==> src/design/qpu_map.svh <==
// Purpose: offsets, field positions and reset values
// Assumes: word addresses on the plain register port
// Notes:   included by the package, the checker and the bench
`ifndef QPU_MAP_SVH
`define QPU_MAP_SVH

// ****************************************************************
// register offsets
// ****************************************************************
`define QPU_AW           5
`define QPU_OFS_CTRL     5'h00
`define QPU_OFS_CONF     5'h01
`define QPU_OFS_FILT     5'h02
`define QPU_OFS_POS      5'h03
`define QPU_OFS_MAXPOS   5'h04
`define QPU_OFS_CMP0     5'h05
`define QPU_OFS_CMP1     5'h06
`define QPU_OFS_CMP2     5'h07
`define QPU_OFS_IDX      5'h08
`define QPU_OFS_IDXCMP   5'h09
`define QPU_OFS_VLOAD    5'h0a
`define QPU_OFS_VTIME    5'h0b
`define QPU_OFS_VEL      5'h0c
`define QPU_OFS_VCAP     5'h0d
`define QPU_OFS_VCMP     5'h0e
`define QPU_OFS_DIR      5'h0f
`define QPU_OFS_STAT     5'h10
`define QPU_OFS_CLR      5'h11
`define QPU_OFS_IEN      5'h12

// ****************************************************************
// field positions
// ****************************************************************
`define QPU_CTRL_RESP    0
`define QPU_CTRL_RESI    1
`define QPU_CTRL_RESV    2
`define QPU_CONF_DIRINV  0
`define QPU_CONF_SIGMODE 1
`define QPU_CONF_CAPMODE 2
`define QPU_CONF_INXRES  3
`define QPU_NFLAG        8
`define QPU_FL_INX       0
`define QPU_FL_TIM       1
`define QPU_FL_VELC      2
`define QPU_FL_DIRCH     3
`define QPU_FL_POS0      4
`define QPU_FL_REV       7

// ****************************************************************
// reset values
// ****************************************************************
`define QPU_RST_WORD     32'h0000_0000
`define QPU_RST_MAXPOS   32'hffff_ffff
`define QPU_RST_VLOAD    32'h0000_ffff
`define QPU_RST_FILT     16'h0003
`define QPU_ONE32        32'h0000_0001

`endif

==> src/design/qpu_pkg.sv <==
// Purpose: shared types of the position unit
// Assumes: qpu_map.svh holds the numbers
// Notes:   register request and encoder pins bundled as structs
package qpu_pkg;
    `include "qpu_map.svh"

    // register port request
    typedef struct packed {
        logic                 wr;
        logic                 rd;
        logic [`QPU_AW-1:0]   addr;
        logic [31:0]          wdata;
    } qpu_req_t;

    // raw encoder pins
    typedef struct packed {
        logic pha;
        logic phb;
        logic idx;
    } qpu_pins_t;
endpackage

==> src/design/qpu_filter.sv <==
// Purpose: synchroniser and stability filter for one encoder input
// Assumes: input is asynchronous to mclk
// Notes:   three stages, change seen when second and third agree
`timescale 1ns/1ps
module qpu_filter #(
    parameter int FW = 16
) (
    input  wire logic          mclk,     // peripheral clock
    input  wire logic          rst,      // async reset, high
    input  wire logic          din,      // raw pin
    input  wire logic [FW-1:0] flt_len,  // stable cycles needed, minus one
    output logic               dout      // filtered level
);
    import qpu_pkg::*;

    logic          s1_reg;
    logic          s2_reg;
    logic          s3_reg;
    logic [FW-1:0] cnt_reg;

    // ****************************************************************
    // synchroniser; s1 feeds only s2
    // ****************************************************************
    always_ff @(posedge mclk or posedge rst) begin
        if (rst) begin
            s1_reg <= 1'b0;
            s2_reg <= 1'b0;
            s3_reg <= 1'b0;
        end else begin
            s1_reg <= din;
            s2_reg <= s1_reg;
            s3_reg <= s2_reg;
        end
    end

    // ****************************************************************
    // stability counter
    // ****************************************************************
    // new level after flt_len+1 stable cycles
    always_ff @(posedge mclk or posedge rst) begin
        if (rst) begin
            cnt_reg <= '0;
            dout    <= 1'b0;
        end else if (s2_reg != s3_reg || s3_reg == dout) begin
            cnt_reg <= '0;  // bounce restarts the wait
        end else if (cnt_reg >= flt_len) begin
            dout    <= s3_reg;
            cnt_reg <= '0;
        end else begin
            cnt_reg <= cnt_reg + 1'b1;
        end
    end
endmodule

==> src/design/qpu_top.sv <==
// Purpose: quadrature position unit: decode, position, index, velocity
// Assumes: encoder pins asynchronous; register port on mclk
// Notes:   sticky flags, set wins over clear
//
// The address-and-strobe port and the placing of the registers were decided locally.
`timescale 1ns/1ps

// Function
// phase order gives direction; count up one way, down the other
// resolution selectable as two or four counts per quadrature cycle
// optionally clear position counter on an index pulse
// timer period captures position pulse count as velocity
// interrupt when captured velocity below programmed compare value
// position and velocity results are 32-bit registers
// three position compare values, each with its own equality flag
// separate index pulse counter gives revolution count
// revolution count compared to programmed value, flag on match; the code flags it only together with the cmp0 position match
// index match combined with position match raises one flag
// each input filtered, accepted after programmable stable cycles
// alternative count-pulse and direction-level input mode
// 4x counts every A and B edge; 2x only A edges
// sticky flags cleared by software; enabled ones drive interrupt
module qpu_top #(
    parameter int FW = 16  // filter counter width
) (
    input  wire logic              mclk,   // peripheral clock, 25 MHz
    input  wire logic              rst,    // async reset, high
    input  wire qpu_pkg::qpu_req_t req,    // register request
    output logic [31:0]            rdata,  // read data, cycle after rd
    input  wire qpu_pkg::qpu_pins_t pins,  // encoder pins
    output logic                   irq,    // interrupt, high
    output logic                   dir_out // current direction
);
    import qpu_pkg::*;

    // ****************************************************************
    // configuration registers
    // ****************************************************************
    logic [3:0]          conf_reg;
    logic [FW-1:0]       filt_reg;
    logic [31:0]         maxpos_reg;
    logic [31:0]         cmp_reg [3];
    logic [31:0]         idxcmp_reg;
    logic [31:0]         vload_reg;
    logic [31:0]         vcmp_reg;
    logic [`QPU_NFLAG-1:0] ien_reg;

    // ****************************************************************
    // state
    // ****************************************************************
    logic [31:0]         pos_reg;
    logic [31:0]         idx_reg;
    logic [31:0]         vtime_reg;
    logic [31:0]         vel_reg;
    logic [31:0]         vcap_reg;
    logic [`QPU_NFLAG-1:0] stat_reg;
    logic                fa_d_reg;
    logic                fb_d_reg;
    logic                fi_d_reg;

    logic                fa;
    logic                fb;
    logic                fi;
    logic                ctl_wr;
    logic                clr_wr;
    logic                step;
    logic                up;
    logic                idx_pulse;
    logic                tim_end;
    logic [2:0]          pos_hit;
    logic                idx_hit;
    logic [`QPU_NFLAG-1:0] ev;

    // write decode helper
    function automatic logic wr_at(input logic [`QPU_AW-1:0] ofs);
        return req.wr && req.addr == ofs;
    endfunction

    assign ctl_wr = wr_at(`QPU_OFS_CTRL);
    assign clr_wr = wr_at(`QPU_OFS_CLR);

    // ****************************************************************
    // input filters
    // ****************************************************************
    qpu_filter #(.FW(FW)) u_fa (
        .mclk    (mclk),
        .rst     (rst),
        .din     (pins.pha),
        .flt_len (filt_reg),
        .dout    (fa)
    );
    qpu_filter #(.FW(FW)) u_fb (
        .mclk    (mclk),
        .rst     (rst),
        .din     (pins.phb),
        .flt_len (filt_reg),
        .dout    (fb)
    );
    qpu_filter #(.FW(FW)) u_fi (
        .mclk    (mclk),
        .rst     (rst),
        .din     (pins.idx),
        .flt_len (filt_reg),
        .dout    (fi)
    );

    // edge memories of filtered levels
    always_ff @(posedge mclk or posedge rst) begin
        if (rst) begin
            fa_d_reg <= 1'b0;
            fb_d_reg <= 1'b0;
            fi_d_reg <= 1'b0;
        end else begin
            fa_d_reg <= fa;
            fb_d_reg <= fb;
            fi_d_reg <= fi;
        end
    end

    // ****************************************************************
    // decoder
    // ****************************************************************
    // A leading B counts up; clk/dir mode counts A rising
    always_comb begin
        step = 1'b0;
        up   = 1'b0;
        if (conf_reg[`QPU_CONF_SIGMODE]) begin
            step = fa & ~fa_d_reg;
            up   = fb;
        end else begin
            if (fa != fa_d_reg) begin
                step = 1'b1;
                up   = fa ^ fb;
            end else if (fb != fb_d_reg) begin
                step = conf_reg[`QPU_CONF_CAPMODE];
                up   = ~(fa ^ fb);
            end
        end
        up = up ^ conf_reg[`QPU_CONF_DIRINV];
    end

    assign idx_pulse = fi & ~fi_d_reg;

    // ****************************************************************
    // position counter
    // ****************************************************************
    // wraps within 0..maxpos
    always_ff @(posedge mclk or posedge rst) begin
        if (rst) begin
            pos_reg <= `QPU_RST_WORD;
        end else if ((ctl_wr && req.wdata[`QPU_CTRL_RESP]) ||
                     (idx_pulse && conf_reg[`QPU_CONF_INXRES])) begin
            pos_reg <= `QPU_RST_WORD;
        end else if (step && up) begin
            pos_reg <= (pos_reg >= maxpos_reg) ? `QPU_RST_WORD
                                               : pos_reg + `QPU_ONE32;
        end else if (step) begin
            pos_reg <= (pos_reg == `QPU_RST_WORD) ? maxpos_reg
                                                  : pos_reg - `QPU_ONE32;
        end
    end

    // direction of last step
    always_ff @(posedge mclk or posedge rst) begin
        if (rst) begin
            dir_out <= 1'b0;
        end else if (step) begin
            dir_out <= up;
        end
    end

    // ****************************************************************
    // index counter
    // ****************************************************************
    always_ff @(posedge mclk or posedge rst) begin
        if (rst) begin
            idx_reg <= `QPU_RST_WORD;
        end else if (ctl_wr && req.wdata[`QPU_CTRL_RESI]) begin
            idx_reg <= `QPU_RST_WORD;
        end else if (idx_pulse) begin
            idx_reg <= idx_reg + `QPU_ONE32;
        end
    end

    // ****************************************************************
    // velocity timer
    // ****************************************************************
    // reloads from vload: period of vload+1 cycles
    assign tim_end = (vtime_reg == `QPU_RST_WORD);

    always_ff @(posedge mclk or posedge rst) begin
        if (rst) begin
            vtime_reg <= `QPU_RST_VLOAD;
        end else if (tim_end || (ctl_wr && req.wdata[`QPU_CTRL_RESV])) begin
            vtime_reg <= vload_reg;
        end else begin
            vtime_reg <= vtime_reg - `QPU_ONE32;
        end
    end

    // pulse counter and capture
    always_ff @(posedge mclk or posedge rst) begin
        if (rst) begin
            vel_reg  <= `QPU_RST_WORD;
            vcap_reg <= `QPU_RST_WORD;
        end else if (tim_end) begin
            vcap_reg <= vel_reg + {31'h0, step};
            vel_reg  <= `QPU_RST_WORD;
        end else if (ctl_wr && req.wdata[`QPU_CTRL_RESV]) begin
            vel_reg  <= `QPU_RST_WORD;
        end else if (step) begin
            vel_reg  <= vel_reg + `QPU_ONE32;
        end
    end

    // ****************************************************************
    // compares and events
    // ****************************************************************
    // level compares on the present count
    always_comb begin
        for (int i = 0; i < 3; i++) begin
            pos_hit[i] = (pos_reg == cmp_reg[i]);
        end
        idx_hit = (idx_reg == idxcmp_reg);
        ev = '0;
        ev[`QPU_FL_INX]   = idx_pulse;
        ev[`QPU_FL_TIM]   = tim_end;
        ev[`QPU_FL_VELC]  = tim_end && (vcap_reg < vcmp_reg);
        ev[`QPU_FL_DIRCH] = step && (up != dir_out);
        ev[`QPU_FL_POS0 +: 3] = pos_hit;
        ev[`QPU_FL_REV]   = idx_hit && pos_hit[0];
    end

    // sticky flags; set beats clear
    always_ff @(posedge mclk or posedge rst) begin
        if (rst) begin
            stat_reg <= '0;
        end else begin
            stat_reg <= ev | (stat_reg & ~(clr_wr ? req.wdata[`QPU_NFLAG-1:0]
                                                  : {`QPU_NFLAG{1'b0}}));
        end
    end

    // registered interrupt of enabled flags
    always_ff @(posedge mclk or posedge rst) begin
        if (rst) begin
            irq <= 1'b0;
        end else begin
            irq <= |(stat_reg & ien_reg);
        end
    end

    // ****************************************************************
    // register writes
    // ****************************************************************
    always_ff @(posedge mclk or posedge rst) begin
        if (rst) begin
            conf_reg   <= '0;
            filt_reg   <= `QPU_RST_FILT;
            maxpos_reg <= `QPU_RST_MAXPOS;
            cmp_reg[0] <= `QPU_RST_WORD;
            cmp_reg[1] <= `QPU_RST_WORD;
            cmp_reg[2] <= `QPU_RST_WORD;
            idxcmp_reg <= `QPU_RST_WORD;
            vload_reg  <= `QPU_RST_VLOAD;
            vcmp_reg   <= `QPU_RST_WORD;
            ien_reg    <= '0;
        end else if (req.wr) begin
            case (req.addr)
                `QPU_OFS_CONF:   conf_reg   <= req.wdata[3:0];
                `QPU_OFS_FILT:   filt_reg   <= req.wdata[FW-1:0];
                `QPU_OFS_MAXPOS: maxpos_reg <= req.wdata;
                `QPU_OFS_CMP0:   cmp_reg[0] <= req.wdata;
                `QPU_OFS_CMP1:   cmp_reg[1] <= req.wdata;
                `QPU_OFS_CMP2:   cmp_reg[2] <= req.wdata;
                `QPU_OFS_IDXCMP: idxcmp_reg <= req.wdata;
                `QPU_OFS_VLOAD:  vload_reg  <= req.wdata;
                `QPU_OFS_VCMP:   vcmp_reg   <= req.wdata;
                `QPU_OFS_IEN:    ien_reg    <= req.wdata[`QPU_NFLAG-1:0];
                default:         ;
            endcase
        end
    end

    // ****************************************************************
    // register reads
    // ****************************************************************
    // unmapped and write-only addresses read zero
    always_ff @(posedge mclk or posedge rst) begin
        if (rst) begin
            rdata <= `QPU_RST_WORD;
        end else if (req.rd) begin
            case (req.addr)
                `QPU_OFS_CONF:   rdata <= {28'h0, conf_reg};
                `QPU_OFS_FILT:   rdata <= 32'(filt_reg);
                `QPU_OFS_POS:    rdata <= pos_reg;
                `QPU_OFS_MAXPOS: rdata <= maxpos_reg;
                `QPU_OFS_CMP0:   rdata <= cmp_reg[0];
                `QPU_OFS_CMP1:   rdata <= cmp_reg[1];
                `QPU_OFS_CMP2:   rdata <= cmp_reg[2];
                `QPU_OFS_IDX:    rdata <= idx_reg;
                `QPU_OFS_IDXCMP: rdata <= idxcmp_reg;
                `QPU_OFS_VLOAD:  rdata <= vload_reg;
                `QPU_OFS_VTIME:  rdata <= vtime_reg;
                `QPU_OFS_VEL:    rdata <= vel_reg;
                `QPU_OFS_VCAP:   rdata <= vcap_reg;
                `QPU_OFS_VCMP:   rdata <= vcmp_reg;
                `QPU_OFS_DIR:    rdata <= {31'h0, dir_out};
                `QPU_OFS_STAT:   rdata <= {24'h0, stat_reg};
                `QPU_OFS_IEN:    rdata <= {24'h0, ien_reg};
                default:         rdata <= `QPU_RST_WORD;
            endcase
        end else begin
            rdata <= `QPU_RST_WORD;
        end
    end
endmodule

==> config.mk <==
export PLATFORM = sky130hd
export DESIGN_NAME = qpu_top
export DESIGN_NICKNAME = d
export VERILOG_FILES = /design/src/design/qpu_pkg.sv /design/src/design/qpu_filter.sv /design/src/design/qpu_top.sv
export VERILOG_INCLUDE_DIRS = /design/src /design/src/design
export SDC_FILE = /design/constraint.sdc
export NUM_CORES = 1
export LEC_CHECK = 0
export ABC_AREA = 1
export ABC_CLOCK_PERIOD_IN_PS = 28200
export BUFFER_PORTS_ARGS = -buffer_cell sky130_fd_sc_hd__buf_4
export CORE_UTILIZATION = 25
export CTS_CLUSTER_DIAMETER = 80
export CTS_CLUSTER_SIZE = 28
export DETAILED_ROUTE_END_ITERATION = 6
export PLACE_DENSITY = 0.38
export SLEW_MARGIN = 15
export SYNTH_ARGS = -nofsm -noshare
export SYNTH_HDL_FRONTEND = slang
export SYNTH_SLANG_ARGS = --single-unit
==> constraint.sdc <==
create_clock -name mclk -period 28.2 [get_ports mclk]
set_clock_uncertainty 0.05 [all_clocks]
set_input_delay 5.64 -clock mclk [delete_from_list [all_inputs] [get_ports mclk]]
set_output_delay 5.64 -clock mclk [all_outputs]
set_load 0.05 [all_outputs]
Word-level counts from Yosys, hierarchy flattened --
Cells that the tools add are included.
Cells by class: add/subtract/negate cells 9, multipliers 0, divide/modulo/power cells 0, $lt $le $gt $ge 5, eq/ne operators 31, shifts and indexed selects 0, muxes and demuxes 26, bitwise logic cells 14, reductions and logical operators 35
Operators with widths (number):
- one-hot mux 32 bit (17 select lines) | 1
- two-way mux 32 bit | 12
- == test 32 bit | 4
- adder 32 x 1 -> 32 bit (second input constant) | 3
- two-way mux 16 bit | 6
- zero test 32 bit | 2
- subtractor 32 x 1 -> 32 bit (second input constant) | 2
- adder 16 x 1 -> 16 bit (second input constant) | 3
- greater-or-equal comparator 16 bit | 3
- == test 5 x 4 -> 1 bit (second input constant) | 8
- adder 32 x 1 -> 32 bit | 1
- greater-or-equal comparator 32 bit | 1
- < comparator 32 bit | 1
- AND reduction 2 bit | 13
- == test 5 x 3 -> 1 bit (second input constant) | 4
- bitwise AND 8 bit | 2
- == test 5 bit (second input constant) | 3
- == test 5 x 2 -> 1 bit (second input constant) | 2
- logical AND 1 bit | 10
- two-way mux 8 bit | 1
- NOT 8 bit | 1
- OR 8 bit | 1
- OR reduction 8 bit | 1
- two-way mux 1 bit | 6
- other kinds (10) | 29
Storage, ports and cells: flip-flop bits (word level) 517, bits in latches 0, RAM bits 0, ROM bits 0, input bits 44, logic and storage cells 157, memories 0

Longest topological paths before layout --
depth in word-level cells 9, mapped depth 19, mapped depth without buffers 18

Cells and area by module --
From an unflattened synthesis, not the netlist that was laid out.
Unflattened totals: cell total of the unflattened synthesis 4142, area total of the unflattened synthesis 31893.1 um^2
Modules (own cells, without submodules):
- qpu_top | times used 1, cells an instance 3647, area each 27734.1 um^2
- qpu_filter | times used 3, cells an instance 165, area each 1386.3 um^2

Worst setup path before layout --
OpenSTA, ideal clock, no wires.
kind input -> register, start point input port req[32] (netlist bit), end point register idx_reg[13], arrival time 6.776 ns, setup slack 21.247 ns, cell stages on the path 9, buffers on the path 1, cells stage by stage nor2_2 inv_1 nor3_4 nand2_1 nand2_1 buf_2 inv_1 nor4_1 nor3_1
Between the ends: longest elaborated chain between the ends 4
RTL lines:
- start, declared | RTL line qpu_top.sv:28 | input wire qpu_pkg::qpu_req_t req,
- zero test 5 bit * | RTL line qpu_top.sv:76 | return req.wr && req.addr == ofs;
- logical AND 1 bit * | RTL line qpu_top.sv:76
- logical AND 1 bit * | RTL line qpu_top.sv:178 | end else if (ctl_wr && req.wdata[`QPU_CTRL_RESI]) begin
- two-way mux 32 bit / nonzero test 2 bit (equally long branches)
- end signal, assigned | RTL line qpu_top.sv:177 | idx_reg <= `QPU_RST_WORD;
- end signal, assigned | RTL line qpu_top.sv:179 | idx_reg <= `QPU_RST_WORD;
- end signal, assigned | RTL line qpu_top.sv:181 | idx_reg <= idx_reg + `QPU_ONE32;
- end, declared | RTL line qpu_top.sv:52 | logic [31:0] idx_reg;
Mark *: on every way between the ends. The rest lies on a longest branch, timed or not. A chain may end at the register's enable or synchronous reset.

==> qor.yml <==
finish:
  layout-drive-gt1-share_pct: 8.10
  synthToLayoutAreaGrowth_pct: 12.3
  multi_input_area_sq_um: 15700
  stdcell_area_sq_um: 34900
  largest_reg_flops: 96
  fin_nets: 4290
  fill_cells: 13600
  register_area_sq_um: 13000
routing:
  via_per_inst: 4.95
  ant_nets: 0
  drt_iter0_markers: 2601
  vias: 28700
  firstDrtPassIters: 6
  routed_wirelength_mm: 141
  drcViolationCount: 0
  wl_per_cell_um: 24.4
clock_network:
  clk_latency_ps: 680
  cts_tree: "built"
  h-tree-depth: 2
  post_cts_resized: 0
  cts-root-buf: "clkbuf_16"
  postCtsHoldBufs: 0
  cts_buffers: 44
  clock-sinks: 517
  clk_pin_slew_worst_paths_ps: 90
  post_cts_buffers: 0
  clockBufferDepth: 3
job:
  max_cap_viol_count: 0
critical_path:
  cp_slowest_stage_delay_ps: 800
  cp_data_arrival_time_ps: 8590
  worstSetupEndpoint: "cmp_reg[56]$_DFFE_PP0P_"
  cp_max_fo: 152
  path_buf_inv: 5
  r2r_end: "vcap_reg[30]$_DFFE_PP0P_"
  worst-path-stages: 5
  rrSetupSlack_ps: 23880
  path_class: "in -> async"
  reg2reg_depth: 17
  critPathTopFamily: "buffers and inverters"
  critPathCaptureType: "async pin"
  worstSetupStartpointType: "input pin"
  path_cells: "buf_4, inv_8, buf_12, buf_12, buf_4"
  r2r_start: "u_fa.dout$_DFFE_PP0P_"
  cp_slowest_cell: "buf_4"
  cp-startpoint: "rst"
  critical_path_required_ps: 28830
synthesis:
  yosys-top-cells-count: "nand2_1 (1,092), dfrtp_1 (451), o21ai_0 (429), inv_1 (412), nor2_1 (381)"
  syn_area_sq_um: 31100
  synth_ff_type: "dfrtp_1"
  yosys_register_bits: 517
  syn-instance-count: 4130
  synth_top_area_share_pct: 36.3
  async_flop_share_pct: 100
  syn_nets: 4298
  synthMostInstantiatedCell: "nand2_1"
  synth_area_leaders: "dfrtp_1 (36%), nand2_1 (13%), o21ai_0 (6.9%), dfstp_2 (5.6%), ha_1 (5.0%)"
  synth_cell_types: 55
  synth.avg_cell_area_sq_um: 7.53
  synth-edff-count: 0
  ys_seq_area_share_pct: 41.9
  yosysTopAreaCell: "dfrtp_1"
  ys.warnings.count: 0
timing:
  worst_slew_pin_slew_ps: 1180
  maxClockFrequency_mhz: 126
  rsz0062_at_grt: "false"
  hold_slack_ps: 303
  final.setup.tns_ps: 0
  period_needed_ps: 7960
  period_share_pct: 28.2
  hold_viol_final: 0
  drv_slew: 0
  setup_viol: 0
  relSlewSlack_pct: 20.5
placed_design:
  dp_hpwl_mm: 106
  numPortBuffers: 77
  gp_congestion: 0.900
  dpl_cell_area_sq_um: 33300
global_routing:
  grt_pass1_vias: 27500
  grt_pass1_wl_mm: 204
  track_usage_pct: 22.2
  globalRouteOverflowTotal: 0
  antenna_found_initial: 5
  grt_max_degree: 153
die:
  die_x_um: 355
  start_util_pct: 25.2
  dieHeight_um: 355
  core_area_sq_um: 123000
  dieArea_sq_um: 126000
  std_cell_rows: 129
  io_pins: 78
min_path:
  hp-class: "reg -> reg"
power:
  vdd_drop_max_uv: 45.1
  leakage_nw: 15.4
  powerDensity_nw_per_um2: 77.6
outcome:
  status: "completed"
layout make-up:
| type | count | area share (%) |
|---|---|---|
| clock inverters | 35 | 1.33 |
| inverters | 428 | 4.63 |
| repair buffers | 117 | 2.59 |
| clock buffers | 47 | 3.28 |
| multi-input cells | 3014 | 45.0 |
| well taps | 1637 | 5.87 |
| flip-flops and latches | 517 | 37.3 |
| diodes | 1 | 0.00717 |
per-layer routing:
| metal | vias up | track usage, % | wire length (um) |
|---|---|---|---|
| met5 | - | 0 | 0 |
| met2 | 900 | 34.9 | 63200 |
| met4 | 0 | 6.46 | 4230 |
| li1 | 13600 | - | - |
| met3 | 163 | 2.41 | 6850 |
| met1 | 14000 | 32.0 | 66900 |
cells in the final DEF, fill, tap and decap left out, drive strengths merged, types with 2 or more instances in the layout:
cell,Yosys,final
buf,76,117
nor2,401,401
a31oi,27,27
nand3,155,155
ha,124,124
o2111ai,20,20
o221ai,8,8
a41oi,3,3
a22oi,12,12
o22ai,54,54
clkinv,2,17
a211oi,11,11
bufinv,0,2
a22o,2,2
xor2,119,119
nor4,27,27
xnor2,87,87
o21a,7,7
nand3b,7,7
nor3,106,106
or2,5,5
a221oi,17,17
nand4,68,68
nand2,1094,1094
a21oi,178,178
inv,426,443
dfstp,66,66
o21ai,460,460
dfrtp,451,451
o211ai,11,11
and3,2,2
clkbuf,95,47
nor3b,5,5
cells by family (layout without fill, tap and decap cells):
logic type	after synthesis	count (layout)	synth area share (%)
simple gates	1871	1871	25.1
compound gates	813	813	14.4
buf+inv	599	627	7.78
flops	517	517	41.9
xor+xnor	206	206	5.80
fa+ha+maj	124	124	4.99
other cells	0	1	0
metrics by stage:
step                      setup WS, ps  utilization [%]  std cells  power (mW)
after floorplan                   8180                -       4130        1.62
after global placement           19330             27.0       5713        1.99
after detailed placement         19360             27.0       5713        1.99
after CTS                        20090             28.3       5795        2.72
after global routing             19750             28.3       5795        2.87
final                            20240             28.3       5796        2.71
power breakdown:
part	total, mW	internal (mW)	switching (mW)
logic	0.923	0.280	0.644
clock network	0.713	0.339	0.374
registers	1.07	0.883	0.190
total	2.71	1.50	1.21
how the worst min path moves through the flow:
stage / from / to / slack, ps / cells after the start
finish: u_fi.s1_reg$_DFF_PP0_ / u_fi.s2_reg$_DFF_PP0_ / 300 / 0
global route: u_fb.s1_reg$_DFF_PP0_ / u_fb.s2_reg$_DFF_PP0_ / 310 / 0
CTS: u_fa.s1_reg$_DFF_PP0_ / u_fa.s2_reg$_DFF_PP0_ / 310 / 0
detailed placement: u_fa.s1_reg$_DFF_PP0_ / u_fa.s2_reg$_DFF_PP0_ / 280 / 0
global placement: u_fi.s1_reg$_DFF_PP0_ / u_fi.s2_reg$_DFF_PP0_ / 280 / 0
floorplan: u_fa.s1_reg$_DFF_PP0_ / u_fa.s2_reg$_DFF_PP0_ / 280 / 0
(Power assumes the default switching activity.)
